<file path="config.mk">
export PLATFORM = sky130hd
export DESIGN_NAME = iom_io_space
export DESIGN_NICKNAME = d
export VERILOG_FILES = /design/src/iom_pkg.sv /design/src/iom_io_space.sv
export VERILOG_INCLUDE_DIRS = /design/src /design/src/src
export SDC_FILE = /design/constraint.sdc
export NUM_CORES = 1
export LEC_CHECK = 0
export BUFFER_PORTS_ARGS = -buffer_cell sky130_fd_sc_hd__clkbuf_2
export CORE_ASPECT_RATIO = 0.5
export CORE_UTILIZATION = 54
export CTS_BUF_LIST = sky130_fd_sc_hd__clkbuf_16
export CTS_CLUSTER_SIZE = 30
export DETAILED_ROUTE_END_ITERATION = 6
export PLACE_DENSITY = 0.85
export SYNTH_ARGS = -nofsm -noshare
export SYNTH_HDL_FRONTEND = slang
export SYNTH_SLANG_ARGS = --single-unit
</file>
<file path="constraint.sdc">
create_clock -name clk -period 4.1 [get_ports clk]
set_input_delay 0.41 -clock clk [delete_from_list [all_inputs] [get_ports clk]]
set_output_delay 0.41 -clock clk [all_outputs]
set_load 0.05 [all_outputs]
</file>
<file path="src/iom_consts.svh">
`ifndef IOM_CONSTS_SVH
`define IOM_CONSTS_SVH
// I/O addresses of the low register space
`define IOM_ADR_PORT_B_INPUT_LEVELS    6'h03
`define IOM_ADR_PORT_B_DIRECTION    6'h04
`define IOM_ADR_PORT_B_OUTPUT_VALUE   6'h05
`define IOM_ADR_PORT_C_INPUT_LEVELS    6'h06
`define IOM_ADR_PORT_C_DIRECTION    6'h07
`define IOM_ADR_PORT_C_OUTPUT_VALUE   6'h08
`define IOM_ADR_PORT_D_INPUT_LEVELS    6'h09
`define IOM_ADR_PORT_D_DIRECTION    6'h0A
`define IOM_ADR_PORT_D_OUTPUT_VALUE   6'h0B
`define IOM_ADR_PORT_A_INPUT_LEVELS    6'h0C
`define IOM_ADR_PORT_A_DIRECTION    6'h0D
`define IOM_ADR_PORT_A_OUTPUT_VALUE   6'h0E
`define IOM_ADR_PCTRL   6'h12
`define IOM_ADR_TFLG0   6'h15
`define IOM_ADR_TFLG1   6'h16
// Address map limits
`define IOM_BIT_TOP     6'h1F
`define IOM_DS_OFFSET   8'h20
`define IOM_DS_IO_TOP   8'h5F
// Implemented bit masks
`define IOM_MASK_A      8'h0F
`define IOM_MASK_TFLG0  8'h07
`define IOM_MASK_TFLG1  8'h27
// Reset value of every control register
`define IOM_RST_VAL     8'h00
`endif

</file>
<file path="src/iom_pkg.sv">
package iom_pkg;
   // Kind of access the core issues
   typedef enum logic [5:0] {
      IOM_OP_NONE  = 6'b000001,
      IOM_OP_READ  = 6'b000010,
      IOM_OP_WRITE = 6'b000100,
      IOM_OP_SETB  = 6'b001000,
      IOM_OP_CLRB  = 6'b010000,
      IOM_OP_TESTB = 6'b100000
   } iom_op_t;

   // One request from the core
   typedef struct packed {
      iom_op_t    op;
      logic       dataSpace;
      logic [7:0] addr;
      logic [2:0] bitSel;
      logic [7:0] wdata;
   } iom_req_t;

   // Answer back to the core
   typedef struct packed {
      logic       rvalid;
      logic [7:0] rdata;
      logic       testValid;
      logic       skip;
      logic       ioRangeErr;
   } iom_rsp_t;

   // All port pins, one byte per port
   typedef struct packed {
      logic [7:0] a;
      logic [7:0] b;
      logic [7:0] c;
      logic [7:0] d;
   } iom_port_t;

   // Timer event pulses
   typedef struct packed {
      logic [7:0] t0;
      logic [7:0] t1;
   } iom_evt_t;

   // Whole state of the register bank
   typedef struct packed {
      iom_port_t  dir;
      iom_port_t  outv;
      logic [7:0] pctrl;
      logic [7:0] tflg0;
      logic [7:0] tflg1;
      iom_rsp_t   rsp;
   } iom_state_t;
endpackage

</file>
<file path="src/iom_io_space.sv">
`timescale 1ns/1ps
`include "iom_consts.svh"

module iom_io_space (
   // Clock and reset
   input  wire logic              clk,
   input  wire logic              sys_rst,
   // Core request
   input  wire iom_pkg::iom_req_t req,
   // Core answer
   output      iom_pkg::iom_rsp_t rsp,
   // Pin levels and peripheral events
   input  wire iom_pkg::iom_port_t pinLevels,
   input  wire iom_pkg::iom_evt_t  timerEvents,
   // Register contents to the ports
   output      iom_pkg::iom_port_t portDir,
   output      iom_pkg::iom_port_t portOut,
   output      logic [7:0]         portCtrl
);
   import iom_pkg::*;

   iom_state_t state_reg;
   iom_state_t state_next;

   // Implemented bits of a register; zero for reserved locations
   function automatic logic [7:0] implMask(input logic [5:0] a);
      case (a)
         `IOM_ADR_PORT_A_INPUT_LEVELS, `IOM_ADR_PORT_A_DIRECTION, `IOM_ADR_PORT_A_OUTPUT_VALUE: implMask = `IOM_MASK_A;
         `IOM_ADR_TFLG0:                              implMask = `IOM_MASK_TFLG0;
         `IOM_ADR_TFLG1:                              implMask = `IOM_MASK_TFLG1;
         `IOM_ADR_PORT_B_INPUT_LEVELS, `IOM_ADR_PORT_B_DIRECTION, `IOM_ADR_PORT_B_OUTPUT_VALUE,
         `IOM_ADR_PORT_C_INPUT_LEVELS, `IOM_ADR_PORT_C_DIRECTION, `IOM_ADR_PORT_C_OUTPUT_VALUE,
         `IOM_ADR_PORT_D_INPUT_LEVELS, `IOM_ADR_PORT_D_DIRECTION, `IOM_ADR_PORT_D_OUTPUT_VALUE,
         `IOM_ADR_PCTRL:                              implMask = 8'hFF;
         default:                                     implMask = 8'h00;
      endcase
   endfunction

   // Read value of one I/O location
   function automatic logic [7:0] readReg(input iom_state_t s, input iom_port_t pins,
                                          input logic [5:0] a);
      logic [7:0] v;
      v = 8'h00;
      case (a)
         `IOM_ADR_PORT_A_INPUT_LEVELS:  v = pins.a;
         `IOM_ADR_PORT_A_DIRECTION:  v = s.dir.a;
         `IOM_ADR_PORT_A_OUTPUT_VALUE: v = s.outv.a;
         `IOM_ADR_PORT_B_INPUT_LEVELS:  v = pins.b;
         `IOM_ADR_PORT_B_DIRECTION:  v = s.dir.b;
         `IOM_ADR_PORT_B_OUTPUT_VALUE: v = s.outv.b;
         `IOM_ADR_PORT_C_INPUT_LEVELS:  v = pins.c;
         `IOM_ADR_PORT_C_DIRECTION:  v = s.dir.c;
         `IOM_ADR_PORT_C_OUTPUT_VALUE: v = s.outv.c;
         `IOM_ADR_PORT_D_INPUT_LEVELS:  v = pins.d;
         `IOM_ADR_PORT_D_DIRECTION:  v = s.dir.d;
         `IOM_ADR_PORT_D_OUTPUT_VALUE: v = s.outv.d;
         `IOM_ADR_PCTRL: v = s.pctrl;
         `IOM_ADR_TFLG0: v = s.tflg0;
         `IOM_ADR_TFLG1: v = s.tflg1;
         default:        v = 8'h00;
      endcase
      readReg = v & implMask(a);
   endfunction

   // Decode results and write masks of the current request
   logic [5:0] ioAddr;
   logic       inIoSpace;
   logic       bitRange;
   logic       isWrite;
   logic       isBitOp;
   logic [7:0] bitOne;
   logic [7:0] rdVal;
   logic [7:0] plainW;
   logic [7:0] setW;
   logic [7:0] clrW;
   logic [7:0] m;

   // Address decode of both access paths
   // Both paths share one decode so a register never has two copies
   always_comb begin
      inIoSpace = 1'b0;
      ioAddr    = 6'h00;
      if (req.dataSpace) begin
         // Loads and stores reach I/O at offset 0x20; above is extended space
         // Below the offset lies other storage, so those addresses are refused too
         if (req.addr >= `IOM_DS_OFFSET && req.addr <= `IOM_DS_IO_TOP) begin
            inIoSpace = 1'b1;
            ioAddr    = 6'(req.addr - `IOM_DS_OFFSET);
         end
      end else begin
         // The I/O opcode field is six bits; addresses with either upper bit set are refused here
         inIoSpace = (req.addr[7:6] == 2'b00);
         ioAddr    = req.addr[5:0];
      end
   end

   // Value of a control register after a write or bit operation
   function automatic logic [7:0] wrVal(input logic [7:0] old, input logic [7:0] pw,
                                        input logic [7:0] sw, input logic [7:0] cw,
                                        input iom_op_t op);
      case (op)
         IOM_OP_WRITE: wrVal = pw;
         IOM_OP_SETB:  wrVal = old | sw;
         IOM_OP_CLRB:  wrVal = old & ~cw;
         default:      wrVal = old;
      endcase
   endfunction

   // Flag update: written ones clear, events set; an event in the same cycle wins
   // Only implemented bits are kept, so reserved flag bits always read zero
   function automatic logic [7:0] flagNext(input logic [7:0] old, input logic clr,
                                           input logic [7:0] ones, input logic [7:0] ev,
                                           input logic [7:0] mask);
      flagNext = ((clr ? (old & ~ones) : old) | ev) & mask;
   endfunction

   // Next state of the whole bank
   always_comb begin
      state_next = state_reg;
      isBitOp    = (req.op == IOM_OP_SETB) || (req.op == IOM_OP_CLRB) ||
                   (req.op == IOM_OP_TESTB);
      bitRange   = inIoSpace && !req.dataSpace && (ioAddr <= `IOM_BIT_TOP);
      isWrite    = 1'b0;
      bitOne     = 8'h01 << req.bitSel;
      rdVal      = readReg(state_reg, pinLevels, ioAddr);
      plainW     = 8'h00;
      setW       = 8'h00;
      clrW       = 8'h00;
      m          = implMask(ioAddr);

      // Refused requests get only an error pulse, never data or a skip
      state_next.rsp            = '0;
      state_next.rsp.ioRangeErr = (req.op != IOM_OP_NONE) &&
                                  (!inIoSpace || (isBitOp && !bitRange));
      case (req.op)
         IOM_OP_NONE: begin
         end
         IOM_OP_READ: begin
            state_next.rsp.rvalid = inIoSpace;
            state_next.rsp.rdata  = inIoSpace ? rdVal : 8'h00;
         end
         IOM_OP_WRITE: begin
            isWrite = inIoSpace;
            plainW  = req.wdata & m;
         end
         IOM_OP_SETB: begin
            // Only the selected bit moves; no read-modify-write of neighbours
            isWrite = bitRange;
            setW    = bitOne & m;
         end
         IOM_OP_CLRB: begin
            isWrite = bitRange;
            clrW    = bitOne & m;
         end
         IOM_OP_TESTB: begin
            state_next.rsp.testValid = bitRange;
            state_next.rsp.skip      = bitRange && rdVal[req.bitSel];
         end
         default: begin
         end
      endcase

      // Flags: written ones clear, events set; set wins over clear
      state_next.tflg0 = flagNext(state_reg.tflg0, isWrite && ioAddr == `IOM_ADR_TFLG0,
                                  plainW | setW, timerEvents.t0, `IOM_MASK_TFLG0);
      state_next.tflg1 = flagNext(state_reg.tflg1, isWrite && ioAddr == `IOM_ADR_TFLG1,
                                  plainW | setW, timerEvents.t1, `IOM_MASK_TFLG1);

      // Plain control registers
      if (isWrite) begin
         case (ioAddr)
            `IOM_ADR_PORT_A_DIRECTION:
               state_next.dir.a  = wrVal(state_reg.dir.a, plainW, setW, clrW, req.op);
            `IOM_ADR_PORT_A_OUTPUT_VALUE:
               state_next.outv.a = wrVal(state_reg.outv.a, plainW, setW, clrW, req.op);
            `IOM_ADR_PORT_B_DIRECTION:
               state_next.dir.b  = wrVal(state_reg.dir.b, plainW, setW, clrW, req.op);
            `IOM_ADR_PORT_B_OUTPUT_VALUE:
               state_next.outv.b = wrVal(state_reg.outv.b, plainW, setW, clrW, req.op);
            `IOM_ADR_PORT_C_DIRECTION:
               state_next.dir.c  = wrVal(state_reg.dir.c, plainW, setW, clrW, req.op);
            `IOM_ADR_PORT_C_OUTPUT_VALUE:
               state_next.outv.c = wrVal(state_reg.outv.c, plainW, setW, clrW, req.op);
            `IOM_ADR_PORT_D_DIRECTION:
               state_next.dir.d  = wrVal(state_reg.dir.d, plainW, setW, clrW, req.op);
            `IOM_ADR_PORT_D_OUTPUT_VALUE:
               state_next.outv.d = wrVal(state_reg.outv.d, plainW, setW, clrW, req.op);
            `IOM_ADR_PCTRL:
               state_next.pctrl  = wrVal(state_reg.pctrl, plainW, setW, clrW, req.op);
            default: begin
               // Input levels and reserved locations ignore writes
            end
         endcase
      end
   end

   // Single state register
   always_ff @(posedge clk) begin
      if (sys_rst)
         state_reg <= '0;
      else
         state_reg <= state_next;
   end

   // Outputs come straight from the state register
   assign rsp      = state_reg.rsp;
   assign portDir  = state_reg.dir;
   assign portOut  = state_reg.outv;
   assign portCtrl = state_reg.pctrl;
endmodule

</file>
==> metrics.md <==
| Metric | Value |
|---|---|
| Max Cap Viol | 0 |
| Clock transition at path regs | 0.08 ns |
| Largest net degree at the start of global routing | 45 |
| # setup viols final | 0 |
| Setup TNS | 0 ns |
| Worst EP arrival | 3.83 ns |
| Nets | 888 |
| Complex-gate fraction of the synthesized area | 31.9% |
| Netlist cell types | 72 |
| Num CTS Buffers | 9 |
| F_max | 278 MHz |
| Final Max Slew Viols | 0 |
| Hold Path Cell Cnt | 3 |
| Pwr/cell area | 311 mW/mm² |
| Die area | 0.0116 mm² |
| Slowest CP cell | a2111oi_0 |
| Total Wirelength | 22.3 mm |
| Total grt overflow | 0 |
| Clock Latency Late Sink | 0.36 ns |
| Seq pwr share | 42.9% |
| Peak supply drop | 0.000211 V |
| RSZ-0062 raised after global routing | no |
| CTS tree | done |
| Share of cells above drive strength 1 | 28.4% |
| Asr flop ratio synth | 0% |
| Initial antenna violation count | 0 |
| Mapped Cells | 749 |
| Area share of xor/xnor cells in the synthesized design | 0.582% |
| Share of the yosys chip area belonging to registers | 30.3% |
| Hold_buf cts | 0 |
| Combinational share of power | 13.6% |
| Sequence of cells on the critical path | clkbuf_2 > o21ai_0 > and2_1 > inv_1 > ha_1 > a22o_1 > a221oi_1 > o22ai_1 > a2111oi_0 > buf_4 > nand4b_1 > a21oi_1 > or4b_1 |
| Hold Crit Class | input port to register |
| Worst Clk Skew | 0.0161 ns |
| DR vias/cell | 6.69 |
| DRC Markers | 0 |
| Reg2reg path depth | 8 |
| Final worst path period need | 3.59 ns |
| Post-cts sizing count | 0 |
| Critical path endpoint category | register |
| Multi-input gate area | 0.00323 mm² |
| Cell Int Power | 1.48 mW |
| Synth Net Count | 829 |
| Worst path buffer plus inverter count | 3 |
| Worst path max stage delay | 0.51 ns |
| Port bufs | 150 |
| Final Hold Viols | 0 |
| Switching Fraction | 29.1% |
| Post-synthesis mux area share | 0.894% |
| Simple-gate share of the synthesized area | 19.5% |
| P&R area growth vs syn | 11.1% |
| Yosys reg bits | 91 |
| Via Count | 6,374 |
| # IOs | 160 |
| Adder-cell share of the synthesized area | 0.832% |
| Cell area after placement | 0.00637 mm² |
| Setup Crit Path Kind | input port to register |
| LEAKAGE | 2.60 nW |
| Relative slew slack | 34.3% |
| Clk buf depth | 2 |
| Mapped Area | 0.00602 mm² |
| Clk network pwr share | 43.5% |
| Worst Tran Pin Value | 0.973 ns |
| CTS H-tree lvls | 3 |
| Core box area | 0.0105 mm² |
| GP Congestion | 0.962 |
| Die width | 151 µm |
| Final period util | 87.6% |
| Critical path data required time | 4.34 ns |
| Final instance area | 0.00669 mm² |
| DR pass1 iterations | 6 |
| Num Clock Sinks | 91 |
| First-pass GRT wire length | 33.1 mm |
| Status | completed |
| Post-CTS setup buffers | 0 |
| Syn avg cell area | 8.03 µm² |
| Fillers | 976 |
| Critical path fanouts, max | 16 |
| Crit start category | input port |
| Antenna Nets Post-Route | 0 |
| Synth warn | 0 |
| All-Layer GR Usage | 38.5% |
| Primary FF master, synth | dfxtp_1 |
| CTS root buf | clkbuf_16 |
| Number of diodes | 0 |
| Cell count along the critical path | 13 |
| EDFF count, synth | 0 |
| Routed len/inst | 23.4 µm |
| Die Ht | 76.6 µm |
| Top delay family on crit path | compound AO/OA/AOI/OAI gates |
| Largest family of logic cells by synthesized area | compound AO/OA/AOI/OAI gates |
| FF+latch area | 0.00182 mm² |
| Initial drt markers | 895 |
| Rows | 26 |
| Hpwl dp | 16.5 mm |
| Switch Pwr | 0.605 mW |
| Initial Util | 57.3% |
| Vias in the first global route | 5,601 |
-- worst register-to-register path: cells and delay by family (launching register included) --
family                 cells  cell delay, ns
buffers and inverters      1            0.23
AOI/OAI and AO/OA          5            1.24
and+or+nand+nor            2            0.62
DFF                        1            0.34
-- power by group through the flow --
| stage | clock (mW) | sequential, mW | combinational (mW) |
|---|---|---|---|
| global route | 0.943 | 0.893 | 0.299 |
| global placement | 0 | 0.913 | 0.267 |
| finish | 0.905 | 0.893 | 0.282 |
| detailed placement | 0 | 0.913 | 0.270 |
| floorplan | 0 | 0.911 | 0.160 |
| CTS | 0.896 | 0.892 | 0.271 |
-- cell families after synthesis --
group           count (synthesis)
compound gates                285
simple gates                  196
buf+inv                       164
flops                          91
mux                             5
xor+xnor                        4
fa+ha+maj                       4
-- cell type report --
type / count / area share (%)
Multi-Input combinational cell: 494 / 48.3
Sequential cell: 91 / 27.3
Timing Repair Buffer: 188 / 15.7
Clock buffer: 9 / 3.37
Tap cell: 140 / 2.62
Clock inverter: 7 / 1.40
Inverter: 24 / 1.35
-- worst paths after layout --
path                                       from            end  slack (ns)
worst max register to register       portDir[7]         rsp[1]        1.57
worst min register to register      portDir[31]    portDir[31]        0.45
worst max-delay path                    req[18]         rsp[1]        0.51
worst min-delay path            timerEvents[10]  state_reg[22]        0.30
-- routing by layer --
layer | vias up | share of wire [%] | track usage [%]
met5 | - | 0 | 0
met4 | 0 | 1.8 | 9.10
met3 | 43 | 14 | 11.9
met2 | 475 | 41 | 53.2
met1 | 3024 | 44 | 57.0
li1 | 2832 | - | -
-- per-stage QoR --
step	hold slack [ns]	power, mW	cells	worst slack [ns]	utilization [%]
6_report	0.298	2.08	953	0.507	63.6
5_1_grt	0.325	2.13	953	0.316	63.6
4_1_cts	0.298	2.06	953	0.569	63.6
3_5_place_dp	0.436	1.18	937	0.213	60.6
3_3_place_gp	0.435	1.18	937	0.379	60.6
2_1_floorplan	0.418	1.07	749	0.567	-
-- cell usage after synthesis, types with 8 or more instances --
cell type,number,share of area [%]
nor2_1,34,2.1
clkbuf_1,40,2.5
nor2b_1,24,2.5
a22oi_1,21,2.6
nand2_1,26,1.6
a21oi_1,101,8.4
inv_1,24,1.5
buf_2,12,1.0
dfxtp_1,91,30
o21ai_0,16,1.3
nand2b_1,10,1.0
a311oi_1,8,1.2
buf_4,87,11
nand3_1,20,1.7
and3_1,11,1.1
a211oi_1,59,7.4
and2_1,14,1.5
nand4_1,12,1.2
a22o_1,9,1.3
a31oi_1,13,1.4
-- layout by cell type, fill, tap and decap left out, types with 3 or more instances in the layout --
cell and n:
o211ai_1 4, buf_4 37, nand2_1 26, and4bb_2 3, o22a_1 4, nor3_1 5, clkbuf_16 9, o31ai_1 6
and3_1 11, nand3_1 20, xnor2_1 3, mux2_2 3, nor3_4 3, a311oi_1 8, a22oi_1 21, a211oi_1 59
nor4_1 6, ha_1 4, nor3b_1 5, inv_1 24, dfxtp_1 91, or3b_2 3, a221oi_1 4, o21ai_0 16
nor2b_1 24, a31oi_1 13, nand2b_1 10, nor2_1 34, a21oi_1 101, clkbuf_2 150, and2_1 14, a32oi_1 4
a21o_1 5, nor2_4 3, nand4_1 12, o22ai_1 4, a22o_1 9
(Power assumes the default switching activity.)
